File: config.mk
export PLATFORM = sky130hd
export DESIGN_NAME = fpec_flash_ctrl
export DESIGN_NICKNAME = d
export VERILOG_FILES = /design/src/fpec_pkg.sv /design/src/fpec_flash_ctrl.sv
export SDC_FILE = /design/constraint.sdc
export NUM_CORES = 2
export LEC_CHECK = 0
export BUFFER_PORTS_ARGS = -buffer_cell sky130_fd_sc_hd__buf_4
export CORE_MARGIN = 5
export CORE_UTILIZATION = 35
export DETAILED_ROUTE_END_ITERATION = 6
export GPL_ROUTABILITY_DRIVEN = 0
export GPL_TIMING_DRIVEN = 0
export PLACE_DENSITY = 0.57
export SLEW_MARGIN = 20
export SYNTH_ARGS = -nofsm -noshare
export SYNTH_HDL_FRONTEND = slang
export SYNTH_SLANG_ARGS = --single-unit
File: constraint.sdc
create_clock -name clk -period 11.5 [get_ports clk]
set_input_delay 0.575 -clock clk [delete_from_list [all_inputs] [get_ports clk]]
set_output_delay 0.575 -clock clk [all_outputs]
set_load 0.1 [all_outputs]
File: src/fpec_pkg.sv
/*
 Constants, register map and mode states for the flash program/erase controller.
 Assumes a single AHB-Lite slave and one flash array outside on the same clock.
*/
package fpec_pkg;
   // Register byte addresses
   localparam logic [31:0] ADDR_MODE  = 32'h4000_0100;
   localparam logic [31:0] ADDR_CMD   = 32'h4000_0104;
   localparam logic [31:0] ADDR_PADDR = 32'h4000_0108;
   localparam logic [31:0] ADDR_DATA  = 32'h4000_0110;
   localparam logic [31:0] ADDR_TMR   = 32'h4000_0114;
   localparam logic [31:0] ADDR_DIRTY = 32'h4000_0118;
   localparam logic [31:0] ADDR_TICK  = 32'h4000_011C;
   localparam logic [31:0] ADDR_CRC   = 32'h4000_0120;

   // Command register bits
   localparam int CMD_PBR   = 0;
   localparam int CMD_ERS   = 1;
   localparam int CMD_PGM   = 2;
   localparam int CMD_AE    = 3;
   localparam int CMD_PROGRAM_MODE_BIT = 4;
   localparam int CMD_PAGE_BUFFER_FILL  = 5;
   localparam int CMD_WE    = 6;
   localparam int CMD_TIMER = 7;
   localparam int CMD_CRCI  = 8;
   localparam int CMD_LOW_W = 9;
   localparam int CMD_UP_LO = 24;
   localparam int CMD_UP_HI = 31;

   // Mode register read layout and access codes (values arbitrary)
   localparam int MODE_IDLE_BIT  = 8;
   localparam int MODE_DIRTY_BIT = 9;
   localparam logic [7:0] CODE_LOCK   = 8'h00;
   localparam logic [7:0] CODE_CONFIG = 8'hA5;
   localparam logic [7:0] CODE_FLASH  = 8'h5A;

   // Array geometry
   localparam int PAGE_WORDS = 32;
   localparam int PAGE_COUNT = 1024;
   localparam int IDX_W      = 5;
   localparam int PAGE_W     = 10;
   localparam int WADDR_W    = 15;

   // Timer, tick and CRC
   localparam int TMR_W   = 9;
   localparam int CNT_W   = 17;
   localparam int TICK_W  = 18;
   localparam logic [TMR_W-1:0]  TMR_RESET = 9'h0BB;
   localparam logic [7:0]        TMR_LOW   = 8'hFF;
   localparam logic [TICK_W-1:0] TICK_MAX  = 18'h3FFFF;
   localparam logic [15:0]       CRC_POLY  = 16'h1021;
   localparam logic [15:0]       CRC_INIT  = 16'hFFFF;

   localparam logic [1:0] HTRANS_NONSEQ = 2'h2;

   typedef enum logic [1:0] {MODE_LOCKED, MODE_CONFIG, MODE_FLASH} fpec_mode_t;
endpackage

File: src/fpec_flash_ctrl.sv
/*
 Flash program/erase controller: AHB-Lite register slave, page buffer, operation
 timer, tick counter, read CRC and the flash read path.
 Assumes the flash array returns read data one clock after arrRdEn and performs
 word writes and erases on the single-cycle strobes it is given.
*/
`timescale 1ns/1ps
// How it works
// - Flash is 1024 pages of 128 bytes; program and page erase hit whole pages.
// - No flash contents are served on reads while flash mode is active.
// - Program and erase start only in flash mode; otherwise write-enable starts nothing.
// - Once the program command bit is set, flash reads return zero.
// - Each data word write with page-buffer fill set and command bit 0 clear lands in the page buffer at the address word slot.
// - Program command writes the whole page buffer into the addressed page.
// - Page write starts when program is set and write-enable is then set.
// - Erase with erase-all clear erases only the addressed page.
// - Erase with erase-all set clears the whole array, ignoring the address.
// - Erase starts when erase is set and write-enable is then set.
// - Timer start clears idle, counts clocks, sets idle at the terminal count.
// - Terminal count is the 9-bit timer field above eight ones.
// - Timer field resets to 0xBB; higher bits read zero.
// - The 18-bit tick counter counts while the timer runs, from the written value up to 0x3FFFF.
// - A CRC16 accumulates over every served flash read, shown in bits 15..0.
// - Setting then clearing checksum init resets the CRC before a checked read.
// - Config code unlocks command bits 24..31; writing 0x00 locks again.
// - Command bit 0 set holds the page buffer cleared.
module fpec_flash_ctrl
   import fpec_pkg::*;
(
   input  wire logic               clk,
   input  wire logic               srst,
   input  wire logic               hsel,
   input  wire logic [31:0]        haddr,
   input  wire logic [1:0]         htrans,
   input  wire logic               hwrite,
   input  wire logic [2:0]         hsize,
   input  wire logic [31:0]        hwdata,
   input  wire logic               hready,
   output logic                    hreadyout,
   output logic                    hresp,
   output logic [31:0]             hrdata,
   input  wire logic               flRdReq,
   input  wire logic [WADDR_W-1:0] flRdAddr,
   output logic                    flRdValid,
   output logic [31:0]             flRdData,
   output logic                    arrRdEn,
   output logic [WADDR_W-1:0]      arrRdAddr,
   input  wire logic [31:0]        arrRdData,
   output logic                    arrWrEn,
   output logic [WADDR_W-1:0]      arrWrAddr,
   output logic [31:0]             arrWrData,
   output logic                    arrPageErase,
   output logic                    arrBulkErase,
   output logic [PAGE_W-1:0]       arrErasePage,
   output logic [7:0]              upperCfg,
   output logic                    progMode
);
   fpec_mode_t          mode_q;
   logic [31:0]         cmd_q;
   logic [WADDR_W-1:0]  pageAddr_q;
   logic [31:0]         dataWord_q;
   logic [TMR_W-1:0]    tmr_q;
   logic [TICK_W-1:0]   tick_q;
   logic [15:0]         crc_q;
   logic                dirty_q;
   logic                idle_q;
   logic                busy_q;
   logic [CNT_W-1:0]    cnt_q;
   logic [31:0]         pageBuf_q [PAGE_WORDS];
   logic                pgmRun_q;
   logic [IDX_W-1:0]    pgmIdx_q;
   logic                wrPend_q;
   logic [31:0]         wrAddr_q;
   logic                rdP1_q;
   logic                rdBlk1_q;
   logic                flRdValid_q;
   logic [31:0]         flRdData_q;
   logic [31:0]         hrdata_q;
   logic                arrPageErase_q;
   logic                arrBulkErase_q;
   logic [PAGE_W-1:0]   arrErasePage_q;

   logic                addrPhase;
   logic                wrCmd;
   logic                wrData;
   logic                weRise;
   logic                timerRise;
   logic                opStart;
   logic                tmrStart;
   logic [CNT_W-1:0]    terminal;
   logic                readsBlocked;
   logic [31:0]         rdMux;

   function automatic logic [15:0] crcWord(input logic [15:0] c, input logic [31:0] d);
      logic [15:0] r;
      r = c;
      for (int i = 31; i >= 0; i--) begin
         if (r[15] ^ d[i]) begin
            r = {r[14:0], 1'b0} ^ CRC_POLY;
         end else begin
            r = {r[14:0], 1'b0};
         end
      end
      return r;
   endfunction

   // Zero-wait slave: the write lands in the data phase after its address phase
   assign hreadyout = 1'b1;
   assign hresp     = 1'b0;
   assign hrdata    = hrdata_q;
   assign addrPhase = hsel && hready && (htrans == HTRANS_NONSEQ);
   assign wrCmd     = wrPend_q && (wrAddr_q == ADDR_CMD);
   assign wrData    = wrPend_q && (wrAddr_q == ADDR_DATA);

   // Rising edges of write-enable and timer-run come from the bus write itself
   assign weRise    = wrCmd && hwdata[CMD_WE] && !cmd_q[CMD_WE];
   assign timerRise = wrCmd && hwdata[CMD_TIMER] && !cmd_q[CMD_TIMER];
   assign opStart   = weRise && (mode_q == MODE_FLASH) && cmd_q[CMD_PROGRAM_MODE_BIT] &&
                      (cmd_q[CMD_PGM] || cmd_q[CMD_ERS]);
   assign tmrStart  = opStart || timerRise;
   assign terminal  = {tmr_q, TMR_LOW};
   assign readsBlocked = (mode_q == MODE_FLASH) || cmd_q[CMD_PGM];

   assign upperCfg  = cmd_q[CMD_UP_HI:CMD_UP_LO];
   assign progMode  = cmd_q[CMD_PROGRAM_MODE_BIT];

   always_ff @(posedge clk) begin
      if (srst) begin
         wrPend_q <= 1'b0;
         wrAddr_q <= 32'h0000_0000;
      end else begin
         wrPend_q <= addrPhase && hwrite;
         wrAddr_q <= haddr;
      end
   end

   always_comb begin
      rdMux = 32'h0000_0000;
      case (haddr)
         ADDR_MODE: begin
            rdMux[MODE_IDLE_BIT]  = idle_q;
            rdMux[MODE_DIRTY_BIT] = dirty_q;
            rdMux[1:0]            = mode_q;
         end
         ADDR_CMD:   rdMux = cmd_q;
         ADDR_PADDR: rdMux[WADDR_W-1:0] = pageAddr_q;
         ADDR_DATA:  rdMux = dataWord_q;
         ADDR_TMR:   rdMux[TMR_W-1:0] = tmr_q;
         ADDR_TICK:  rdMux[TICK_W-1:0] = tick_q;
         ADDR_CRC:   rdMux[15:0] = crc_q;
         default:    rdMux = 32'h0000_0000;
      endcase
   end

   always_ff @(posedge clk) begin
      if (srst) begin
         hrdata_q <= 32'h0000_0000;
      end else if (addrPhase && !hwrite) begin
         hrdata_q <= rdMux;
      end
   end

   // Mode lock: config code opens upper command bits, flash code opens the array
   always_ff @(posedge clk) begin
      if (srst) begin
         mode_q <= MODE_LOCKED;
      end else if (wrPend_q && (wrAddr_q == ADDR_MODE)) begin
         case (hwdata[7:0])
            CODE_LOCK:   mode_q <= MODE_LOCKED;
            CODE_CONFIG: mode_q <= MODE_CONFIG;
            CODE_FLASH:  mode_q <= MODE_FLASH;
            default:     mode_q <= mode_q;
         endcase
      end
   end

   always_ff @(posedge clk) begin
      if (srst) begin
         cmd_q <= 32'h0000_0000;
      end else if (wrCmd) begin
         cmd_q[CMD_LOW_W-1:0] <= hwdata[CMD_LOW_W-1:0];
         if (mode_q == MODE_CONFIG) begin
            cmd_q[CMD_UP_HI:CMD_UP_LO] <= hwdata[CMD_UP_HI:CMD_UP_LO];
         end
      end
   end

   always_ff @(posedge clk) begin
      if (srst) begin
         pageAddr_q <= '0;
         dataWord_q <= 32'h0000_0000;
         tmr_q      <= TMR_RESET;
      end else if (wrPend_q) begin
         if (wrAddr_q == ADDR_PADDR) begin
            pageAddr_q <= hwdata[WADDR_W-1:0];
         end
         if (wrAddr_q == ADDR_DATA) begin
            dataWord_q <= hwdata;
         end
         if (wrAddr_q == ADDR_TMR) begin
            tmr_q <= hwdata[TMR_W-1:0];
         end
      end
   end

   // Page buffer: one word slot per entry, selected by the address word index
   generate
      for (genvar w = 0; w < PAGE_WORDS; w++) begin : g_buf
         always_ff @(posedge clk) begin
            if (srst || cmd_q[CMD_PBR]) begin
               pageBuf_q[w] <= 32'h0000_0000;
            end else if (wrData && cmd_q[CMD_PAGE_BUFFER_FILL] &&
                         (pageAddr_q[IDX_W-1:0] == IDX_W'(w))) begin
               pageBuf_q[w] <= hwdata;
            end
         end
      end
   endgenerate

   // Set wins over the software clear
   always_ff @(posedge clk) begin
      if (srst) begin
         dirty_q <= 1'b0;
      end else if (wrData && cmd_q[CMD_PAGE_BUFFER_FILL]) begin
         dirty_q <= 1'b1;
      end else if (wrPend_q && (wrAddr_q == ADDR_DIRTY)) begin
         dirty_q <= 1'b0;
      end
   end

   // Operation timer; a new start restarts the count
   always_ff @(posedge clk) begin
      if (srst) begin
         busy_q <= 1'b0;
         idle_q <= 1'b1;
         cnt_q  <= '0;
      end else if (tmrStart) begin
         busy_q <= 1'b1;
         idle_q <= 1'b0;
         cnt_q  <= '0;
      end else if (busy_q) begin
         if (cnt_q == terminal) begin
            busy_q <= 1'b0;
            idle_q <= 1'b1;
         end else begin
            cnt_q <= cnt_q + 1'b1;
         end
      end
   end

   // Page program streams all buffer words, well inside the shortest timer window
   always_ff @(posedge clk) begin
      if (srst) begin
         pgmRun_q <= 1'b0;
         pgmIdx_q <= '0;
      end else if (opStart && cmd_q[CMD_PGM]) begin
         pgmRun_q <= 1'b1;
         pgmIdx_q <= '0;
      end else if (pgmRun_q) begin
         pgmIdx_q <= pgmIdx_q + 1'b1;
         if (pgmIdx_q == IDX_W'(PAGE_WORDS - 1)) begin
            pgmRun_q <= 1'b0;
         end
      end
   end

   assign arrWrEn   = pgmRun_q;
   assign arrWrAddr = {pageAddr_q[WADDR_W-1:IDX_W], pgmIdx_q};
   assign arrWrData = pageBuf_q[pgmIdx_q];

   // Program takes priority if software set both command bits
   always_ff @(posedge clk) begin
      if (srst) begin
         arrPageErase_q <= 1'b0;
         arrBulkErase_q <= 1'b0;
         arrErasePage_q <= '0;
      end else begin
         arrPageErase_q <= opStart && !cmd_q[CMD_PGM] && !cmd_q[CMD_AE];
         arrBulkErase_q <= opStart && !cmd_q[CMD_PGM] && cmd_q[CMD_AE];
         arrErasePage_q <= pageAddr_q[WADDR_W-1:IDX_W];
      end
   end

   assign arrPageErase = arrPageErase_q;
   assign arrBulkErase = arrBulkErase_q;
   assign arrErasePage = arrErasePage_q;

   // Tick counter saturates instead of wrapping
   always_ff @(posedge clk) begin
      if (srst) begin
         tick_q <= '0;
      end else if (wrPend_q && (wrAddr_q == ADDR_TICK)) begin
         tick_q <= hwdata[TICK_W-1:0];
      end else if (busy_q && (tick_q != TICK_MAX)) begin
         tick_q <= tick_q + 1'b1;
      end
   end

   // Flash read path: array answers one cycle after the request
   assign arrRdEn   = flRdReq && !readsBlocked;
   assign arrRdAddr = flRdAddr;
   assign flRdValid = flRdValid_q;
   assign flRdData  = flRdData_q;

   always_ff @(posedge clk) begin
      if (srst) begin
         rdP1_q      <= 1'b0;
         rdBlk1_q    <= 1'b0;
         flRdValid_q <= 1'b0;
         flRdData_q  <= 32'h0000_0000;
      end else begin
         rdP1_q      <= flRdReq;
         rdBlk1_q    <= readsBlocked;
         flRdValid_q <= rdP1_q;
         flRdData_q  <= (rdP1_q && !rdBlk1_q) ? arrRdData : 32'h0000_0000;
      end
   end

   always_ff @(posedge clk) begin
      if (srst || cmd_q[CMD_CRCI]) begin
         crc_q <= CRC_INIT;
      end else if (rdP1_q && !rdBlk1_q) begin
         crc_q <= crcWord(crc_q, arrRdData);
      end
   end

   AST_IDLE_CLEAR: assert property (@(posedge clk) disable iff (srst)
      tmrStart |=> !idle_q && busy_q)
      else $error("idle not cleared by timer start");

   AST_IDLE_AT_TERMINAL: assert property (@(posedge clk) disable iff (srst)
      (busy_q && !tmrStart && (cnt_q == {tmr_q, TMR_LOW})) |=> idle_q && !busy_q)
      else $error("idle not set at terminal count");

   AST_BLOCKED_READ_ZERO: assert property (@(posedge clk) disable iff (srst)
      (rdP1_q && rdBlk1_q) |=> flRdValid && (flRdData == 32'h0000_0000))
      else $error("flash data returned while reads blocked");

   AST_NO_ARRAY_READ: assert property (@(posedge clk) disable iff (srst)
      (mode_q == MODE_FLASH) |-> !arrRdEn)
      else $error("array read in flash mode");

   AST_OP_NEEDS_FLASH: assert property (@(posedge clk) disable iff (srst)
      $rose(pgmRun_q) |-> $past(mode_q) == MODE_FLASH)
      else $error("program started outside flash mode");

   AST_PGM_FIRST_WORD: assert property (@(posedge clk) disable iff (srst)
      (opStart && cmd_q[CMD_PGM]) |=> arrWrEn && (arrWrAddr[IDX_W-1:0] == '0)
         ##31 arrWrEn && (arrWrAddr[IDX_W-1:0] == '1) ##1 !arrWrEn)
      else $error("page program did not stream the whole buffer");

   AST_PAGE_ERASE: assert property (@(posedge clk) disable iff (srst)
      arrPageErase |-> !arrBulkErase && (arrErasePage == $past(pageAddr_q[WADDR_W-1:IDX_W])))
      else $error("page erase on wrong page");

   AST_BULK_ERASE: assert property (@(posedge clk) disable iff (srst)
      (opStart && !cmd_q[CMD_PGM] && cmd_q[CMD_AE]) |=> arrBulkErase && !arrPageErase)
      else $error("bulk erase missing");

   AST_UPPER_LOCK: assert property (@(posedge clk) disable iff (srst)
      (wrCmd && (mode_q != MODE_CONFIG)) |=> $stable(cmd_q[CMD_UP_HI:CMD_UP_LO]))
      else $error("upper command bits changed while locked");

   AST_PBR_CLEARS: assert property (@(posedge clk) disable iff (srst)
      cmd_q[CMD_PBR] |=> (pageBuf_q[0] == 32'h0000_0000) && (arrWrData == 32'h0000_0000
         || pgmRun_q))
      else $error("page buffer not cleared");

   AST_TICK_SAT: assert property (@(posedge clk) disable iff (srst)
      ((tick_q == TICK_MAX) && !(wrPend_q && (wrAddr_q == ADDR_TICK))) |=> tick_q == TICK_MAX)
      else $error("tick counter wrapped");

   AST_CRC_INIT: assert property (@(posedge clk) disable iff (srst)
      cmd_q[CMD_CRCI] |=> crc_q == CRC_INIT)
      else $error("crc not initialised");

endmodule

==> results.md <==
- The number of antenna violations at the first check in global routing is 7.
- The die covers 172000 um^2.
- The number of nets in the layout is 4583.
- The count of hold buffers inserted by post-cts repair is 61.
- Along the worst path, the maximum fanout reaches 10.
- The post-synthesis cell area is 57300 um^2.
- The pre-antenna-repair detailed-routing pass consisted of 6 iterations.
- In this run the worst hold path is classified as in2reg.
- The number of buffers inserted during clock tree synthesis is 143.
- By area the synthesized netlist is led by edfxtp_1 (54%), mux4_2 (13%), and2_1 (12%).
- The residual DRC count is 0.
- The setup path with the least slack is of type reg2reg.
- The time the final worst path needs with I/O delays and setup is 5.53 ns.
- The number of enable flip-flop cells after synthesis is 1024.
- The share of the cycle needed by the critical path after routing is 48.1%.
- The chip width is 414 um.
- The startpoint of the lowest-slack register-to-register path is wrAddr_q[17].
- The critical path goes through nor4_1 -> nand4_1 -> nor3_1 -> nand4_1 -> or3_1 -> clkbuf_1 -> clkbuf_1 -> nor2_1 -> clkbuf_1 -> and2_1.
- The global-route wire length before repair is 260 mm.
- STA classifies the critical path startpoint as a register.
- The routed wire length is 182 mm.
- The initial standard-cell utilization of the core is 35.2%.
- The number of resized instances in the post-cts repair step is 0.
- The worst register-to-register path ends at pageBuf_q[21][2].
- The post-synthesis cell type with the largest combined area is edfxtp_1.
- Summed over all cells, the static leakage comes to 24.4 nW.
- The pin count of the biggest net entering global routing is 20.
- The longest clock path from root to sink contains 3 buffers.
- Clock latency on the worst-skew pair, taken at its later pin, is 0.79 ns.
- After routing, the total negative slack on setup checks comes to 0 ns.
- The count of buffers from port buffering is 251.
- The critical path's top delay family is simple AND/OR/NAND/NOR gates.
- The area used by sequential logic in the layout is 35800 um^2.
- The clock tree from TritonCTS is built.
- The reg2reg setup slack is 5.97 ns.
- The count of routing violations after the opening detailed-route iteration is 3275.
- The total track usage is 20.8%.
- The number of cells on the worst reg-to-reg path is 10.
- The most repeated cell in the gate-level netlist after synthesis is and2_1.
- The number of endpoints failing setup at the final stage is 0.
- The count of cells along the worst hold path is 2.
- The worst hold path begins at haddr[5].
- The start point of the critical path is wrAddr_q[17].
- In this run the standard cell core region covers 163000 um^2.
- The filler cells instantiated in the layout total 14600.
- The required time reported for the critical path endpoint is 12.13 ns.
- In the final routed layout, each cell accounts on average for 27.0 um.
- In this run the mean area of a mapped cell was 14.5 um^2.
- The top achievable clock speed is 0.181 GHz.
- The total of warnings raised by yosys is 0.
- The total count of hold-check failures in the final report came to 0.
- The end point of the worst hold path is wrAddr_q[5].
- Clock-pin slew was measured on the worst setup and hold paths at 0.06 ns.
- The portion of the post-synthesis area used by sequential elements is 62.5%.
- The layout-stage area growth over the synthesis result is 20.7%.
- For this design the top-level I/O count stands at 274.
- The cell repeated most along the worst path is clkbuf_1.
- Summing all multi-input logic gate instances after layout gives 20200 um^2.
- Data on the critical path arrives at its endpoint at 6.16 ns.
- Setup repair after global routing left no endpoint under its margin.
- For this run, asynchronously set or reset flops after synthesis account for 0%.
- The run finished with clean final reports.
- The area share of the leading cell type in the synthesized netlist is 53.7%.
- In this run the power density over the cells is 176 nW/um^2.
- The total nets after synthesis is 4064.
- CTS saw 1276 sinks.
- For this run, the leading register cell type out of synthesis is edfxtp_1.
- The buffering stage count on the worst path with inverters included is 3.
- The tree is rooted in a clkbuf_16.
- The number of different library cells used by synthesis comes to 58.
- After floorplanning, the core was divided into 148 placement rows.
- The final max-slew violation count was 0.
- The worst clock skew is 0.0310 ns.
- The die height is 414 um.
- Synthesis inferred 1276 register bits.
- The via count of the first global-routing pass is 36000.
- Across the VDD grid, the largest voltage drop is 0.000300 V.
- On the final layout, the worst hold slack is 0.0455 ns.
- Across the run, the number of max-cap violations was 0.
- The slew of the pin with the lowest slew margin is 1.29 ns.
- The count of antenna-violating nets left after detailed routing is 0.
- Using the TritonRoute via totals, the vias-per-cell ratio works out to 5.18.
- The cell count after synthesis came out at 3938.
- The post-route netlist has 21.2% of its cells at a drive strength greater than 1.
- In the synthesized netlist, the cells that appear most often are and2_1 (1060), edfxtp_1 (1024), clkbuf_1 (324).
- Once the clock tree was built, the setup fixing pass inserted 0 buffers.
- The largest individual stage delay along the critical path comes from the cell nor2_1.
- The total congestion overflow after global routing is 0.
- The total vias in the final route is 34900.
- The total power consumption of the routed design is 12.2 mW.
- The HPWL after detailed placement is 131 mm.
- On the worst path, the slowest cell contributes a delay of 0.96 ns.
- The worst setup path is captured at a register.
- Measured against its own limit, the worst slew margin works out to 13.7%.
- The number of H-tree branching levels is 4.
placed cells by master, fill, tap and decap left out, types with 40 or more instances in the layout:
cell type / instances
xnor2_1: 58
dfxtp_1: 252
nor2b_1: 58
a21oi_1: 46
buf_16: 53
mux2i_1: 42
nor2_1: 170
dlygate4sd3_1: 61
edfxtp_1: 1024
mux4_2: 320
buf_4: 288
clkbuf_16: 143
xor2_1: 40
clkbuf_1: 349
nand2_1: 118
and2_1: 1060
state kept, by name, summed over array words and instances (netlist names), 2 cells and up, named ones only:
register / cells
tick_q: 18
arrErasePage: 10
flRdData: 32
cmd_q: 17
dataWord_q: 32
pgmIdx_q: 5
wrAddr_q: 32
pageBuf_q: 1024
mode_q: 2
tmr_q: 9
cnt_q: 17
crc_q: 16
hrdata: 32
pageAddr_q: 15
worst max-delay path by stage:
stage | endpoint | slack [ns] | cells after the start
2_1_floorplan | pageBuf_q[3][0] | 7.01 | 8
3_3_place_gp | pageBuf_q[22][21] | 2.97 | 6
6_report | pageBuf_q[21][2] | 5.97 | 10
3_5_place_dp | pageBuf_q[22][8] | 6.14 | 10
4_1_cts | arrWrData[14] | 6.02 | 7
5_1_grt | pageBuf_q[21][26] | 5.84 | 10
kinds of logic after synthesis:
kind of cell | Yosys count | synth area share, %
flops | 1276 | 62.5
xor+xnor | 132 | 2.79
mux | 397 | 14.0
other cells | 2 | 0.0131
buf+inv | 394 | 2.82
fa+ha+maj | 4 | 0.0874
simple gates | 1532 | 15.5
compound gates | 201 | 2.31
final cells by class:
cell class / instances / area share, %
Clock buffer: 190 / 5.59
Tap cell: 2175 / 3.94
Antenna cell: 2 / 0.00724
Inverter: 5 / 0.0272
Sequential cell: 1276 / 51.8
Timing Repair Buffer: 374 / 5.90
Buffer: 389 / 2.34
Clock inverter: 67 / 1.12
Multi-Input combinational cell: 2268 / 29.3
power by group:
| group | switching, mW | leakage, nW | total, mW | internal (mW) |
|---|---|---|---|---|
| registers | 0.0757 | 12.4 | 5.21 | 5.14 |
| clock network | 1.94 | 2.25 | 4.57 | 2.63 |
| logic | 1.23 | 9.73 | 2.39 | 1.17 |
| total | 3.24 | 24.4 | 12.2 | 8.93 |
per-layer routing:
metal / GRT usage, % / vias up / wire length (um)
met5: 0 / - / 13
met4: 8.63 / 2 / 8030
met3: 5.02 / 287 / 15200
met2: 34.0 / 1448 / 87100
met1: 26.8 / 17900 / 71800
li1: - / 15300 / -
metrics by stage:
stage | instance area [um^2] | instances | setup WS [ns] | util, %
2_1_floorplan | 57300 | 3938 | 7.01 | -
3_3_place_gp | 61900 | 6364 | 2.97 | 38.0
3_5_place_dp | 63800 | 6426 | 6.14 | 39.2
4_1_cts | 69100 | 6744 | 6.02 | 42.4
5_1_grt | 69100 | 6744 | 5.84 | 42.5
6_report | 69100 | 6746 | 5.97 | 42.5
Power figures use the tool's default switching activity.
